[src/verilog/cvd_seq_defs.vh]
// constants for the capacitive divider precharge and acquisition sequencer
`ifndef CVD_SEQ_DEFS_VH
`define CVD_SEQ_DEFS_VH
`define CVD_TIME_W       8
`define CVD_ACQ_MAX      9'h100
`define CVD_CONV_CYCLES  8'h0B
`define CVD_CLK_DIV      8'h04
`define CVD_ST_IDLE      3'h0
`define CVD_ST_PRE       3'h1
`define CVD_ST_ACQ       3'h2
`define CVD_ST_CONV      3'h3
`define CVD_ST_SWACQ     3'h4
`endif

[src/verilog/cvd_seq.v]
// precharge, acquisition and conversion hand-off sequencer for capacitive sensing
// Functional notes
// (RULE_01) nonzero precharge time enables precharge
// (RULE_02) precharge starts on any conversion start
// (RULE_03) zero precharge time skips precharge
// (RULE_04) precharge opens outer sample path
// (RULE_05) hold cap tied per polarity
// (RULE_06) pin drives opposite level during precharge
// (RULE_07) precharge length from precharge time
// (RULE_08) precharge drive overrides pin direction
// (RULE_09) precharge end: bias off, path reconnected
// (RULE_10) acquisition length from acquisition time
// (RULE_11) no precharge: acquire at conversion start
// (RULE_12) precharge: acquire right after precharge
// (RULE_13) acquisition releases pin output drivers
// (RULE_14) acquisition connects channel to hold cap
// (RULE_15) zero acquisition with precharge means 256
// (RULE_16) zero acquisition without precharge: software timed
// (RULE_17) convert held voltage after acquisition
// (RULE_18) differential repeats sequence with inverted levels
// (RULE_19) software waits acquisition after channel change
// (RULE_20) done clears go unless continuous, flags
// (RULE_21) timers count converter clocks, load per stage
`include "cvd_seq_defs.vh"

module cvd_seq #(
  parameter TIME_W      = `CVD_TIME_W,
  parameter [7:0] CLK_DIV    = `CVD_CLK_DIV,
  parameter [7:0] CONV_CYCLES = `CVD_CONV_CYCLES
) (
  // clock and reset
  input  wire              CLOCK_I,
  input  wire              RSTN_I,
  // control
  input  wire              ENABLE_I,
  input  wire              GO_SET_I,
  input  wire              GO_CLEAR_I,
  input  wire              TRIGGER_I,
  input  wire              RESTART_I,
  input  wire              CONTINUOUS_CONVERSION_I,
  input  wire              DOUBLE_SAMPLE_I,
  input  wire              FLAG_CLEAR_I,
  // timing and polarity
  input  wire [TIME_W-1:0] PRECHARGE_TIME_COUNT_I,
  input  wire [TIME_W-1:0] ACQUISITION_TIME_COUNT_I,
  input  wire              PRECHARGE_POLARITY_I,
  // status
  output reg               CONVERSION_GO_O,
  output reg               CONVERSION_DONE_FLAG_O,
  output reg               SECOND_SAMPLE_O,
  output reg  [2:0]        STAGE_O,
  // analog switch controls
  output reg               OUTER_PATH_CONNECT_O,
  output reg               HOLD_TO_SUPPLY_O,
  output reg               HOLD_TO_GROUND_O,
  output reg               CHANNEL_CONNECT_O,
  output reg               CONVERT_O,
  output reg               SAMPLE_DONE_O,
  // pin override
  output reg               PIN_OVERRIDE_O,
  output reg               PIN_DRIVE_EN_O,
  output reg               PIN_DRIVE_LEVEL_O
);

  reg [2:0]        state_q;
  reg [2:0]        state_d;
  reg [8:0]        timer_q;
  reg [8:0]        timer_d;
  reg [7:0]        div_q;
  reg              go_q;
  reg              go_d;
  reg              flag_q;
  reg              second_q;
  reg              second_d;
  reg              done_pulse;
  reg              pol_q;
  reg              pol_d;
  reg              tick;
  wire             start;
  wire             pre_en;
  wire             acq_en;
  wire             abort;
  // next values of the registered outputs
  reg              flag_d;
  reg              outer_d;
  reg              hold_sup_d;
  reg              hold_gnd_d;
  reg              chan_d;
  reg              conv_d;
  reg              ovr_d;
  reg              drv_en_d;
  reg              drv_lvl_d;

  assign pre_en = |PRECHARGE_TIME_COUNT_I; // RULE_01
  assign start  = ENABLE_I & (state_q == `CVD_ST_IDLE)
                & (GO_SET_I | TRIGGER_I | RESTART_I | go_q); // RULE_02
  assign acq_en = |ACQUISITION_TIME_COUNT_I;
  assign abort  = GO_CLEAR_I | ~ENABLE_I;

  // converter clock enable
  always @(posedge CLOCK_I or negedge RSTN_I)
  begin
    if (!RSTN_I)
      div_q <= 8'h00;
    else if (div_q >= CLK_DIV - 8'h01)
      div_q <= 8'h00;
    else
      div_q <= div_q + 8'h01;
  end

  always @*
  begin
    tick = (div_q == 8'h00); // RULE_21
  end

  // stage sequencing
  always @*
  begin
    state_d    = state_q;
    timer_d    = timer_q;
    go_d       = go_q;
    second_d   = second_q;
    pol_d      = pol_q;
    done_pulse = 1'b0;
    if (GO_SET_I | TRIGGER_I | RESTART_I)
      go_d = 1'b1;
    case (state_q)
      `CVD_ST_IDLE:
      begin
        if (start)
        begin
          go_d     = 1'b1;
          second_d = 1'b0;
          pol_d    = PRECHARGE_POLARITY_I;
          if (pre_en)
          begin
            state_d = `CVD_ST_PRE; // RULE_02
            timer_d = {1'b0, PRECHARGE_TIME_COUNT_I}; // RULE_07
          end
          else if (|ACQUISITION_TIME_COUNT_I)
          begin
            state_d = `CVD_ST_ACQ; // RULE_03 RULE_11
            timer_d = {1'b0, ACQUISITION_TIME_COUNT_I}; // RULE_10
          end
          else
          begin
            state_d = `CVD_ST_CONV; // RULE_16
            timer_d = {1'b0, CONV_CYCLES};
          end
        end
      end
      `CVD_ST_PRE:
      begin
        if (tick)
        begin
          if (timer_q <= 9'h001)
          begin
            state_d = `CVD_ST_ACQ; // RULE_09 RULE_12
            timer_d = (|ACQUISITION_TIME_COUNT_I) ?
                      {1'b0, ACQUISITION_TIME_COUNT_I} : `CVD_ACQ_MAX; // RULE_15
          end
          else
            timer_d = timer_q - 9'h001; // RULE_21
        end
      end
      `CVD_ST_ACQ:
      begin
        if (tick)
        begin
          if (timer_q <= 9'h001)
          begin
            state_d = `CVD_ST_CONV; // RULE_17
            timer_d = {1'b0, CONV_CYCLES};
          end
          else
            timer_d = timer_q - 9'h001;
        end
      end
      `CVD_ST_CONV:
      begin
        if (tick)
        begin
          if (timer_q <= 9'h001)
          begin
            done_pulse = 1'b1;
            if (DOUBLE_SAMPLE_I & ~second_q)
            begin
              second_d = 1'b1;
              pol_d    = ~pol_q; // RULE_18
              if (pre_en)
              begin
                state_d = `CVD_ST_PRE;
                timer_d = {1'b0, PRECHARGE_TIME_COUNT_I};
              end
              else if (acq_en)
              begin
                state_d = `CVD_ST_ACQ;
                timer_d = {1'b0, ACQUISITION_TIME_COUNT_I};
              end
              else
              begin
                // no timed acquisition in the second sample either
                state_d = `CVD_ST_CONV; // RULE_16
                timer_d = {1'b0, CONV_CYCLES};
              end
            end
            else
            begin
              state_d = `CVD_ST_IDLE;
              go_d    = CONTINUOUS_CONVERSION_I; // RULE_20
            end
          end
          else
            timer_d = timer_q - 9'h001;
        end
      end
      default:
      begin
        state_d = `CVD_ST_IDLE;
      end
    endcase
    // software abort discards the sequence
    if (abort)
    begin
      go_d    = 1'b0;
      state_d = `CVD_ST_IDLE;
    end
  end

  always @(posedge CLOCK_I or negedge RSTN_I)
  begin
    if (!RSTN_I)
    begin
      state_q  <= `CVD_ST_IDLE;
      timer_q  <= 9'h000;
      go_q     <= 1'b0;
      flag_q   <= 1'b0;
      second_q <= 1'b0;
      pol_q    <= 1'b0;
    end
    else
    begin
      state_q  <= state_d;
      timer_q  <= timer_d;
      go_q     <= go_d;
      second_q <= second_d;
      pol_q    <= pol_d;
      flag_q   <= flag_d;
    end
  end

  // done flag: a completion wins over a clear in the same cycle
  always @*
  begin
    flag_d = flag_q;
    if (FLAG_CLEAR_I)
      flag_d = 1'b0;
    if (done_pulse)
      flag_d = 1'b1; // RULE_20
  end

  // next values of the switch and pin controls
  always @*
  begin
    outer_d    = 1'b1;
    hold_sup_d = 1'b0;
    hold_gnd_d = 1'b0;
    chan_d     = 1'b0;
    conv_d     = 1'b0;
    ovr_d      = 1'b0;
    drv_en_d   = 1'b0;
    drv_lvl_d  = 1'b0;
    case (state_d)
      `CVD_ST_IDLE:
      begin
        // channel rests on the hold cap between conversions
        chan_d = 1'b1;
      end
      `CVD_ST_PRE:
      begin
        // hold cap isolated and biased, pin driven the other way
        outer_d    = 1'b0; // RULE_04
        hold_sup_d = pol_d; // RULE_05
        hold_gnd_d = ~pol_d; // RULE_05
        ovr_d      = 1'b1; // RULE_08
        drv_en_d   = 1'b1; // RULE_06
        drv_lvl_d  = ~pol_d; // RULE_06
      end
      `CVD_ST_ACQ:
      begin
        // bias off, path closed, pin drivers released
        chan_d = 1'b1; // RULE_09 RULE_14
        ovr_d  = 1'b1; // RULE_13
      end
      `CVD_ST_CONV:
      begin
        conv_d = 1'b1; // RULE_17
      end
      default:
      begin
        outer_d = 1'b1;
      end
    endcase
  end

  // registered outputs from next-state values
  always @(posedge CLOCK_I or negedge RSTN_I)
  begin
    if (!RSTN_I)
    begin
      CONVERSION_GO_O        <= 1'b0;
      CONVERSION_DONE_FLAG_O <= 1'b0;
      SECOND_SAMPLE_O        <= 1'b0;
      STAGE_O                <= `CVD_ST_IDLE;
      OUTER_PATH_CONNECT_O   <= 1'b1;
      HOLD_TO_SUPPLY_O       <= 1'b0;
      HOLD_TO_GROUND_O       <= 1'b0;
      CHANNEL_CONNECT_O      <= 1'b0;
      CONVERT_O              <= 1'b0;
      SAMPLE_DONE_O          <= 1'b0;
      PIN_OVERRIDE_O         <= 1'b0;
      PIN_DRIVE_EN_O         <= 1'b0;
      PIN_DRIVE_LEVEL_O      <= 1'b0;
    end
    else
    begin
      CONVERSION_GO_O        <= go_d;
      CONVERSION_DONE_FLAG_O <= flag_d;
      SECOND_SAMPLE_O        <= second_d;
      STAGE_O                <= state_d;
      SAMPLE_DONE_O          <= done_pulse;
      OUTER_PATH_CONNECT_O   <= outer_d;
      HOLD_TO_SUPPLY_O       <= hold_sup_d;
      HOLD_TO_GROUND_O       <= hold_gnd_d;
      CHANNEL_CONNECT_O      <= chan_d;
      CONVERT_O              <= conv_d;
      PIN_OVERRIDE_O         <= ovr_d;
      PIN_DRIVE_EN_O         <= drv_en_d;
      PIN_DRIVE_LEVEL_O      <= drv_lvl_d;
    end
  end

endmodule // cvd_seq

[config.mk]
export PLATFORM = sky130hd
export DESIGN_NAME = cvd_seq
export DESIGN_NICKNAME = d
export VERILOG_FILES = /design/src/verilog/cvd_seq.v
export VERILOG_INCLUDE_DIRS = /design/src /design/src/verilog
export SDC_FILE = /design/constraint.sdc
export NUM_CORES = 1
export LEC_CHECK = 0
export ABC_AREA = 1
export BUFFER_PORTS_ARGS = -buffer_cell sky130_fd_sc_hd__buf_2
export CAP_MARGIN = 15
export CORE_AREA = 8 8 81 83
export CTS_CLUSTER_DIAMETER = 60
export DETAILED_ROUTE_END_ITERATION = 12
export DIE_AREA = 0 0 89 91
export MAX_ROUTING_LAYER = met4
export PLACE_DENSITY = 0.62
export SYNTH_ARGS = -nofsm -noshare
export SYNTH_HDL_FRONTEND = slang
export SYNTH_SLANG_ARGS = --single-unit
[constraint.sdc]
create_clock -name CLOCK_I -period 2.77 [get_ports CLOCK_I]
set_clock_uncertainty 0.15 [all_clocks]
set_input_delay 0.1385 -clock CLOCK_I [delete_from_list [all_inputs] [get_ports CLOCK_I]]
set_output_delay 0.1385 -clock CLOCK_I [all_outputs]
set_load 0.03 [all_outputs]
After elaboration in Yosys (flattened, before gate mapping)
Cells that the tools add are included.
{"block": "classes", "add_sub_neg": 2, "order_cmp": 2, "n_eq_ne": 13, "mux": 54, "bitwise": 11, "reduce_logical": 12}
{"cell": "$mux 9", "n": 9}
{"cell": "$pmux 9 s4", "n": 1}
{"cell": "$mux 1", "n": 27}
{"cell": "$mux 3", "n": 9}
{"cell": "$mux 8", "n": 3}
{"cell": "$reduce_or 8->1", "n": 2}
{"cell": "$eq 3x2->1 const B", "n": 4}
{"cell": "$ne 2x2->1 const B", "n": 6}
{"cell": "$pmux 3 s4", "n": 1}
{"cell": "$le 9x1->1 const B", "n": 1}
{"cell": "$sub 9x1->9 const B", "n": 1}
{"cell": "$add 8x1->8 const B", "n": 1}
{"cell": "$ge 8x2->1 const B", "n": 1}
{"cell": "$logic_not 8->1", "n": 1}
{"cell": "$eq 3x1->1 const B", "n": 2}
{"cell": "$logic_not 3->1", "n": 2}
{"cell": "$pmux 1 s2", "n": 3}
{"cell": "$reduce_and 6->1", "n": 1}
{"cell": "$reduce_and 5->1", "n": 1}
{"cell": "$not 1->1", "n": 4}
{"cell": "$or 1x1->1", "n": 4}
{"cell": "$reduce_bool 2->1", "n": 2}
{"cell": "$reduce_bool 4->1", "n": 1}
{"cell": "$reduce_or 2->1", "n": 2}
{"cell": "other kinds (3)", "n": 5}
{"block": "word_totals", "reg_bits": 32, "inputBits": 27, "output_inout_bits": 15}

Depth between registers and ports, before layout
Gate-level depths: netlist of the first run.
{"block": "depth", "depth_word": 11, "mapped_depth": 14}

Worst setup path before layout of the first run
No wires, ideal clock.
{"block": "synth_path", "path_type": "register -> register", "startpoint": "reg, netlist name STAGE_O[1]", "endpoint": "reg timer_q[2]", "arrival_ns": 1.543, "path_slack_ns": 0.958, "path_stages_with_launch": 13, "path_cell_list": "dfrtp_1 > inv_2 > nor2_4 > inv_2 > nor2_8 > inv_2 > nor2_4 > nand2_4 > nand2_4 > inv_4 > buf_6 > o21ai_1 > nand2_1"}
{"element": "end signal: assignment", "line_no": "cvd_seq.v:244", "text": "timer_q <= timer_d;"}
{"element": "end: declaration", "line_no": "cvd_seq.v:67", "text": "reg [8:0] timer_q;"}

Worst setup path in the final report of the first run
{"block": "layout_path", "startpoint": "reg div_q[0]", "endpoint": "reg PIN_OVERRIDE_O"}
{"block": "layout_via", "elab_chain_len": 7, "word_cells_on_any_way": 10}
{"element": "start: declaration", "line_no": "cvd_seq.v:69", "text": "reg [7:0] div_q;"}
{"element": "start signal: assignment", "line_no": "cvd_seq.v:108", "text": "div_q <= div_q + 8'h01;"}
{"element": "$logic_not 8->1 *", "line_no": "cvd_seq.v:113", "text": "tick = (div_q == 8'h00);"}
{"element": "$mux 3, on equally long branches", "line_no": "cvd_seq.v:181, cvd_seq.v:154, cvd_seq.v:168"}
{"element": "$pmux 3 s4 *", "line_no": "cvd_seq.v:127", "text": "case (state_q)"}
{"element": "$mux 3 *", "line_no": "cvd_seq.v:223", "text": "if (abort)"}
{"element": "$eq 3x1->1 or $eq 3x2->1 (tied branches)", "line_no": "cvd_seq.v:273", "text": "case (state_d)"}
{"element": "$reduce_or 2->1 (no source line) *"}
{"element": "$mux 1 *", "line_no": "cvd_seq.v:273"}
{"element": "net ovr_d", "line_no": "cvd_seq.v:90", "text": "reg ovr_d;"}
{"element": "end signal: assignment", "line_no": "cvd_seq.v:337", "text": "PIN_OVERRIDE_O <= ovr_d;"}
{"element": "end: declaration", "line_no": "cvd_seq.v:60", "text": "output reg PIN_OVERRIDE_O,"}
Mark *: on every way through the listed nets, which the timed path passes. The rest lies on a longest branch.
A chain may end at the register's enable or synchronous reset.

==> reports/summary.txt, run 1 <==
Die area: 8100 µm²
Clock Latency Late Sink: 0.29 ns
Nets: 363
Slew HR: 53.9%
Top cell type's share of synthesized area: 37.4%
Clock buffer depth: 2
Sequential share of the synthesized area: 38.7%
CP arrival: 2.00 ns
Final Hold Fails: 0
CTS tree: yes
Unrepaired setup endpoints after global routing: false
Antenna Violating Nets Remaining: 0
P_leak: 1.35 nW
CP required: 2.80 ns
Setup bufs post-CTS: 0
Hold Path Depth: 3
Peak VDD IR: 0.000372 V
GR Overflow Total: 0
Status: completed
Max-slew violation count: 0
Final WL: 5170 µm
Reg2reg path depth: 13
First-pass GRT wire length: 9180 µm
DR top layer: met4
Layout Cells excl Fill: 405
Gpl congestion: 0.929
Synthesized flop and latch total: 32
Post-Syn Area per Cell: 7.48 µm²
DRT Pass-1 Iters: 4
WS Path Type: reg -> reg
Layout cell share with drive strength beyond 1: 27.0%
Sum Neg Setup Slack: 0 ns
Fmax: 509 MHz
Yosys warnings: 0
Rows: 27
Setup crit end kind: flop
H-tree depth: 2
Clock root buffer: clkbuf_8
Largest net degree at the start of global routing: 33
Worst-path maximum fanout: 8
Initial antenna violation count: 0
Post-synth EDFFs: 0
Worst hold slack: 0.0256 ns
Cells after Synth: 277
Hpwl dp: 4170 µm
MaxCap Viol Count: 0
Worst Hold Class: in -> reg
Fin crit share: 70.9%
Io pins: 42
Async S/R FF share, synth: 100%
Most common cell in the netlist: nand2_1
Commonest cells in the netlist: 71 x nand2_1, 40 x inv_1, 31 x dfrtp_1, 29 x nor2_1, 14 x o21ai_0
End of the worst register-to-register path: PIN_OVERRIDE_O
Met2 Routed Length: 2640 µm
Vias: 1,867
Die H: 91 µm
Min Tclk post-route: 1.96 ns
Die width: 89 µm
Core area: 5340 µm²
Largest cells by area after synthesis: dfrtp_1 37%, nand2_1 13%, inv_1 7.2%, nor2_1 5.3%, o21ai_0 3.4%
IO buf count: 41
Worst Tran Pin Value: 0.692 ns
Number of global-route vias before repair: 1,955
Clk sink count: 32
Cell taking the most area after synthesis: dfrtp_1
Design area: 2520 µm²
Ys flop type: dfrtp_1
Final core utilization: 47.1%
Post-DR vias/cell: 4.61
R2R setup slack: 0.81 ns
Dpl cells: 394
Clock transition at path regs: 0.07 ns
Drt drc: 0
Starting Density: 38.8%
Worst reg2reg path startpoint: div_q[0]
DR WL/cell: 12.8 µm
Metal3 WL: 192 µm
P&R area growth vs syn: 21.4%
Worst setup startpoint: div_q[0]
GR Util All Layers: 14.7%
Post-synth cell types: 36
Worst Hold Launch: PRECHARGE_POLARITY_I
Worst setup SP type: flop
First DRT Iteration DRCs: 117
Area after DPL: 2370 µm²
Ant. Diodes: 0
Finish-stage setup viols: 0
WHS Endpoint: pol_q
Power Density: 474 nW/µm²
Mapped cell area: 2070 µm²
CTS Buf Count: 5
Routed met1 length: 2250 µm
[state kept, by name, indices dropped and copies added, names as in the netlist]
signal,flops
OUTER_PATH_CONNECT_O,1
CHANNEL_CONNECT_O,1
PIN_OVERRIDE_O,1
STAGE_O,3
timer_q,9
PIN_DRIVE_LEVEL_O,1
CONVERT_O,1
SECOND_SAMPLE_O,1
HOLD_TO_SUPPLY_O,1
pol_q,1
CONVERSION_GO_O,1
PIN_DRIVE_EN_O,1
CONVERSION_DONE_FLAG_O,1
SAMPLE_DONE_O,1
div_q,8
[repair_timing]
action / in CTS / in global routing
gates resized for setup: 0 / 0
hold buffers: 3 / 0
endpoints found under the setup margin: 0 / 0
endpoints found under the hold margin: 33 / 0
[cell families (layout without fill, tap and decap cells)]
family | after synthesis | count (layout) | share of synthesized area [%]
compound gates | 46 | 46 | 13.0
xor+xnor | 5 | 5 | 2.11
fa+ha+maj | 4 | 4 | 2.41
buf+inv | 54 | 104 | 10.7
flops | 32 | 32 | 38.7
other cells | 1 | 7 | 0.181
simple gates | 135 | 135 | 32.8
[layer usage]
metal / up-vias / track usage, %
met5: - / -
met3: 8 / 2.97
met1: 846 / 17.5
li1: 968 / -
met2: 45 / 23.8
met4: 0 / 5.55
[per-stage QoR]
step	worst slack [ns]	power, mW
final	0.805	1.19
after global placement	0.864	0.746
after CTS	0.787	1.20
after detailed placement	0.825	0.748
after floorplan	0.958	0.682
after global routing	0.644	1.25
[critical path, stage by stage (launching register included)]
cell and delay [ns]:
dfrtp_1 0.40, inv_1 0.07, ha_1 0.14, nand2_1 0.05
nor2_1 0.29, nand3_4 0.19, inv_2 0.10, nand2_1 0.05
nand2_1 0.05, nand2_1 0.06, nand2_2 0.11, inv_1 0.07
nand2_1 0.05, nand2_1 0.05
[cells in the final DEF (no fill, tap or decap), types with 5 or more instances in the layout]
master	n
o21ai_0	14
inv_1	40
buf_2	41
conb_1	7
nand3_1	5
clkbuf_8	5
nor2_1	29
dfrtp_1	31
inv_2	9
nand2_1	71
a21oi_1	12
nand2_4	5
nand2_2	5
o21ai_1	7
[how the worst max path moves through the flow]
stage / to / cells after the start
global placement: PIN_DRIVE_LEVEL_O / 12
global route: PIN_OVERRIDE_O / 13
CTS: PIN_OVERRIDE_O / 13
floorplan: timer_q[2] / 12
detailed placement: PIN_OVERRIDE_O / 13
finish: PIN_OVERRIDE_O / 13
[area by class of cell]
| class | instances | area (µm²) |
|---|---|---|
| clock inverter | 3 | 42.5 |
| clock buffer | 5 | 68.8 |
| sequential | 32 | 802 |
| inverter | 51 | 199 |
| tap | 72 | 90.1 |
| multi-input combinational | 197 | 1070 |
| timing repair buffer | 45 | 243 |
| fill | 570 | 2820 |
[power by group]
group          internal, mW  switching [mW]
Sequential            0.499          0.0302
Combinational        0.0774           0.136
Clock                 0.266           0.185
Total                 0.842           0.351
Note: power is estimated with default switching activity, not from simulation.
==> run 2: changes to the inputs <==
clock period = 1.9 ns   (was 2.77 ns; I/O delays follow)
==> reports/summary.txt, run 2 (synthesis gave the netlist of run 1 again) <==
Status: completed
Pwr Total: 1.75 mW
Die H: 91 µm
Slew HR: 53.1%
DRT Pass-1 Iters: 4
Number of global-route vias before repair: 2,030
Vias: 1,916
Peak VDD IR: 0.000548 V
Die width: 89 µm
Post-DR vias/cell: 4.57
Biggest register: timer_q
Worst Hold Launch: RESTART_I
Most common cell after layout, fill and taps aside: nand2_1
Layout Cells excl Fill: 419
Core area: 5340 µm²
IO buf count: 41
Io pins: 42
Power Density: 664 nW/µm²
DR WL/cell: 12.7 µm
H-tree depth: 2
CTS tree: yes
Worst hold slack: 0.0414 ns
Final Hold Fails: 0
Max-slew violation count: 0
Worst setup SP type: flop
Fin crit share: 94.0%
Clock root buffer: clkbuf_8
Die area: 8100 µm²
Antenna Violating Nets Remaining: 0
Initial antenna violation count: 0
Clock buffer depth: 2
Commonest non-fill, non-tap cells in the layout: 71 x nand2_1, 41 x buf_2, 39 x inv_1
Layout cell share with drive strength beyond 1: 30.5%
Drt drc: 0
Largest net degree at the start of global routing: 33
Area after DPL: 2450 µm²
P&R area growth vs syn: 27.3%
Worst Tran Pin Value: 0.703 ns
Unrepaired setup endpoints after global routing: true
Max FFs per register: 9
Clock Latency Late Sink: 0.29 ns
WS Path Type: reg -> reg
Hpwl dp: 4200 µm
Dpl ws: -0.0578 ns
CP required: 1.96 ns
Worst-path maximum fanout: 9
R2R setup slack: 0.11 ns
GR Overflow Total: 0
Final worst slack: 0.114 ns
Gpl congestion: 0.922
MaxCap Viol Count: 0
CP arrival: 1.85 ns
Sum Neg Setup Slack: 0 ns
First-pass GRT wire length: 9100 µm
Setup crit end kind: flop
First DRT Iteration DRCs: 156
Clk sink count: 32
GR Util All Layers: 14.6%
CTS Buf Count: 5
Final core utilization: 49.5%
Fmax: 560 MHz
P_leak: 1.42 nW
Worst reg2reg path startpoint: timer_q[0]
Rows: 27
Worst Hold Class: in -> reg
Starting Density: 38.8%
Design area: 2640 µm²
Clock transition at path regs: 0.06 ns
Finish-stage setup viols: 0
Worst setup startpoint: timer_q[0]
Dpl cells: 404
Largest regs: timer_q x9, div_q x8, STAGE_O x3
Nets: 377
Ant. Diodes: 0
Min Tclk post-route: 1.79 ns
Final WL: 5340 µm
==> run 2: changes by cell type in the layout (fill, tap and decap cells not counted) <==
cell / before / now
nor2_4: 3 / 5
buf_4: 1 / 13
dfrtp_2: 0 / 2
o21ai_1: 7 / 8
dfrtp_1: 31 / 29
inv_2: 9 / 10
nor2_1: 29 / 27
clkinvlp_4: 1 / 0
o21ai_0: 14 / 13
dlygate4sd3_1: 3 / 5
clkbuf_1: 0 / 1
inv_1: 40 / 39
==> run 2: layout make-up <==
cell class,instances,area [µm²]
clock inverter,2,35.0
clock buffer,6,72.6
timing repair buffer,59,353
sequential,32,805
fill,550,2700
inverter,51,199
multi-input combinational,197,1090
tap,72,90.1
==> run 2: what timing repair did <==
action,in CTS,in global routing
endpoints found under the hold margin,35,0
hold buffers,5,0
pin swaps,0,3
buffers inserted,0,2
endpoints found under the setup margin,5,10
gates resized for setup,1,7
==> run 2: critical path, stage by stage (launching register included) <==
cell      delay [ns]
dfrtp_1         0.42
ha_1            0.20
nand2_1         0.11
nand2_4         0.08
nand2_4         0.13
clkinv_4        0.07
buf_4           0.17
nand2_1         0.07
a21oi_1         0.06
nand2_1         0.07
nand2_1         0.07
a21oi_2         0.13
==> run 2: where the power goes <==
part           switching [mW]  total (mW)  internal, mW
logic                   0.211       0.345         0.134
registers              0.0365       0.765         0.728
clock network           0.255       0.644         0.389
total                   0.502        1.75          1.25
==> run 2: routing by layer <==
metal	part of all wire (%)	GRT usage, %
met1	43	15.7
met4	1.5	5.13
met3	4.1	3.24
met2	52	25.3
met5	0	-
==> run 2: worst paths after layout <==
path | endpoint | cells after the start
worst max register to register | timer_q[0] | 11
worst min register to register | div_q[0] | 1
worst min-delay path | CONVERSION_GO_O | 4
worst max-delay path | timer_q[0] | 11
min in group asynchronous | div_q[1] | 2
max in group asynchronous | STAGE_O[0] | 2
==> run 3: changes to the inputs <==
ABC_AREA = unset   (was 1)
CORE_AREA = 8 8 79 81   (was 8 8 81 83)
CTS_BUF_LIST = sky130_fd_sc_hd__clkbuf_2 sky130_fd_sc_hd__clkbuf_4 sky130_fd_sc_hd__clkbuf_8   (was unset)
DIE_AREA = 0 0 87 89   (was 0 0 89 91)
PLACE_DENSITY = 0.61   (was 0.62)
==> reports/summary.txt, run 3 <==
CTS Buf Count: 5
Unrepaired setup endpoints after global routing: true
CP required: 1.92 ns
Final Hold Fails: 0
DRT Pass-1 Iters: 4
Commonest cells in the netlist: 31 x dfrtp_1, 19 x nor2_1, 16 x a21oi_1, 15 x nand2_1, 10 x inv_1
Fin crit share: 108%
Mapped cell area: 1930 µm²
Final worst slack: -0.156 ns
Drt drc: 0
Fmax: 486 MHz
Starting Density: 38.8%
Layout cell share with drive strength beyond 1: 48.1%
P&R area growth vs syn: 56.3%
Cells after Synth: 211
Ys flop type: dfrtp_1
Cell taking the most area after synthesis: dfrtp_1
Die area: 7740 µm²
Post-synth EDFFs: 0
Sequential share of the synthesized area: 41.5%
H-tree depth: 2
Dpl ws: -0.213 ns
CP top delay family: simple AND/OR/NAND/NOR gates
Power Density: 647 nW/µm²
Worst Hold Class: in -> reg
Setup crit end kind: flop
Async S/R FF share, synth: 100%
Synthesized flop and latch total: 32
Clock transition at path regs: 0.07 ns
Multi-input logic area: 1250 µm²
Worst Tran Pin Value: 0.702 ns
Top cell type's share of synthesized area: 40.2%
Die width: 87 µm
Yosys warnings: 0
Largest net degree at the start of global routing: 33
Largest regs: timer_q x9, div_q x8, STAGE_O x3
WS Path Type: reg -> reg
Finish-stage setup viols: 18
Most common cell after layout, fill and taps aside: buf_4
Clock root buffer: clkbuf_8
Rows: 26
Core area: 4980 µm²
Gpl congestion: 0.833
Min Tclk post-route: 2.06 ns
P_leak: 1.38 nW
First-pass GRT wire length: 9780 µm
Max-slew violation count: 0
Max FFs per register: 9
Worst-path maximum fanout: 3
GR Overflow Total: 0
Sum Neg Setup Slack: -1.31 ns
CTS tree: yes
Most common cell in the netlist: dfrtp_1
Vias: 2,006
Status: finished with violations
MaxCap Viol Count: 0
Worst path slowest cell: dfrtp_1
Bufs and invs on worst path: 1
Initial antenna violation count: 0
Commonest non-fill, non-tap cells in the layout: 46 x buf_4, 41 x buf_2, 27 x dfrtp_1
FF+latch area: 807 µm²
Layout Cells excl Fill: 384
CP peak stage delay: 0.40 ns
Die H: 89 µm
Slew HR: 53.2%
IO buf count: 41
Peak VDD IR: 0.000683 V
GR Util All Layers: 16.5%
Worst hold slack: 0.0264 ns
Antenna Violating Nets Remaining: 0
DR WL/cell: 15.0 µm
Nets: 344
Io pins: 42
Crit-path cells: nor4_4 -> buf_4 -> and3_4 -> nand2_2 -> a221oi_2 -> a311oi_1 -> mux2_4
CP arrival: 2.07 ns
First DRT Iteration DRCs: 82
Clock Latency Late Sink: 0.28 ns
Post-DR vias/cell: 5.22
Hpwl dp: 4240 µm
Post-Syn Area per Cell: 9.16 µm²
Number of global-route vias before repair: 2,071
Worst setup SP type: flop
Final WL: 5760 µm
Ant. Diodes: 0
Clk sink count: 32
Final core utilization: 60.7%
Clock buffer depth: 2
Post-synth cell types: 54
Dpl cells: 361
Largest cells by area after synthesis: dfrtp_1 40%, a21oi_1 4.1%, nor2_1 3.7%, nand2_1 2.9%, nor4_1 2.9%
Failing checks: setup timing
Fill count: 421
Biggest register: timer_q
-- run 3: cell types whose count changed after synthesis, sizes merged, moves of 5 or more --
cell,delta
a31oi,+5
clkbuf,+7
inv,-40
nand2,-66
nor2,-19
nor2b,+5
nor4,+9
o21ai,-11
-- run 3: cells by family (layout without fill, tap and decap cells) --
group                      count (synthesis)  count (layout)  share of synthesized area, %
AOI/OAI and AO/OA                         64              64                          23.4
xor gates and xnor gates                   5               5                          2.27
adders and majority gates                  4               4                          2.59
buffers and inverters                     22             119                          5.38
DFF                                       32              32                          41.5
muxes                                      2               2                          1.10
other                                      1               7                         0.194
and+or+nand+nor                           81              81                          23.6
-- run 3: metal layers --
metal | routed length, µm | GRT usage, % | vias to the layer above | part of all wire [%]
li1 | - | - | 975 | -
met3 | 308 | 2.94 | 10 | 5.3
met4 | 120 | 6.73 | 0 | 2.1
met1 | 2560 | 20.1 | 961 | 44
met5 | 0 | - | - | 0
met2 | 2770 | 26.4 | 60 | 48
-- run 3: final cells by class --
class                           count  share of cell area, %
Timing Repair Buffer              101                   24.1
Clock inverter                      3                   1.41
Tap cell                           70                   2.90
Clock buffer                        5                   2.28
Sequential cell                    32                   26.7
Multi-Input combinational cell    163                   41.3
Inverter                           10                   1.33
-- run 3: report_power, final --
part           switching (mW)  total, mW  internal, mW
clock network           0.253      0.640         0.387
registers              0.0415      0.771         0.729
logic                   0.263      0.545         0.282
total                   0.557       1.96          1.40
-- run 3: final timing paths --
path / from / to / slack [ns] / cells past startpoint
min: CONTINUOUS_CONVERSION_I / CONVERSION_GO_O / 0.03 / 3
min in group asynchronous: RSTN_I / timer_q[3] / 0.26 / 2
min reg2reg: CONVERSION_DONE_FLAG_O / CONVERSION_DONE_FLAG_O / 0.33 / 1
max reg2reg: timer_q[6] / timer_q[5] / -0.16 / 7
max in group asynchronous: RSTN_I / STAGE_O[1] / 0.85 / 2
max: timer_q[6] / timer_q[5] / -0.16 / 7
-- run 3: per-stage QoR --
stage | instance area, µm² | power [mW]
2_1_floorplan | 2010 | 1.01
3_3_place_gp | 2590 | 1.21
3_5_place_dp | 2590 | 1.22
4_1_cts | 2920 | 1.94
5_1_grt | 3020 | 2.06
6_report | 3020 | 1.96
-- run 3: timing repair --
action | 4_1_cts | 5_1_grt
setup buffers | 9 | 1
hold buffers | 6 | 0
gates resized for setup | 25 | 19
pin swaps | 13 | 13
endpoints found under the setup margin | 19 | 21
endpoints found under the hold margin | 37 | 0
-- run 3: worst reg2reg max path, stage by stage, from the launching register on --
cell,delay (ns)
dfrtp_1,0.40
nor4_4,0.37
buf_4,0.18
and3_4,0.19
nand2_2,0.07
a221oi_2,0.22
a311oi_1,0.09
mux2_4,0.27
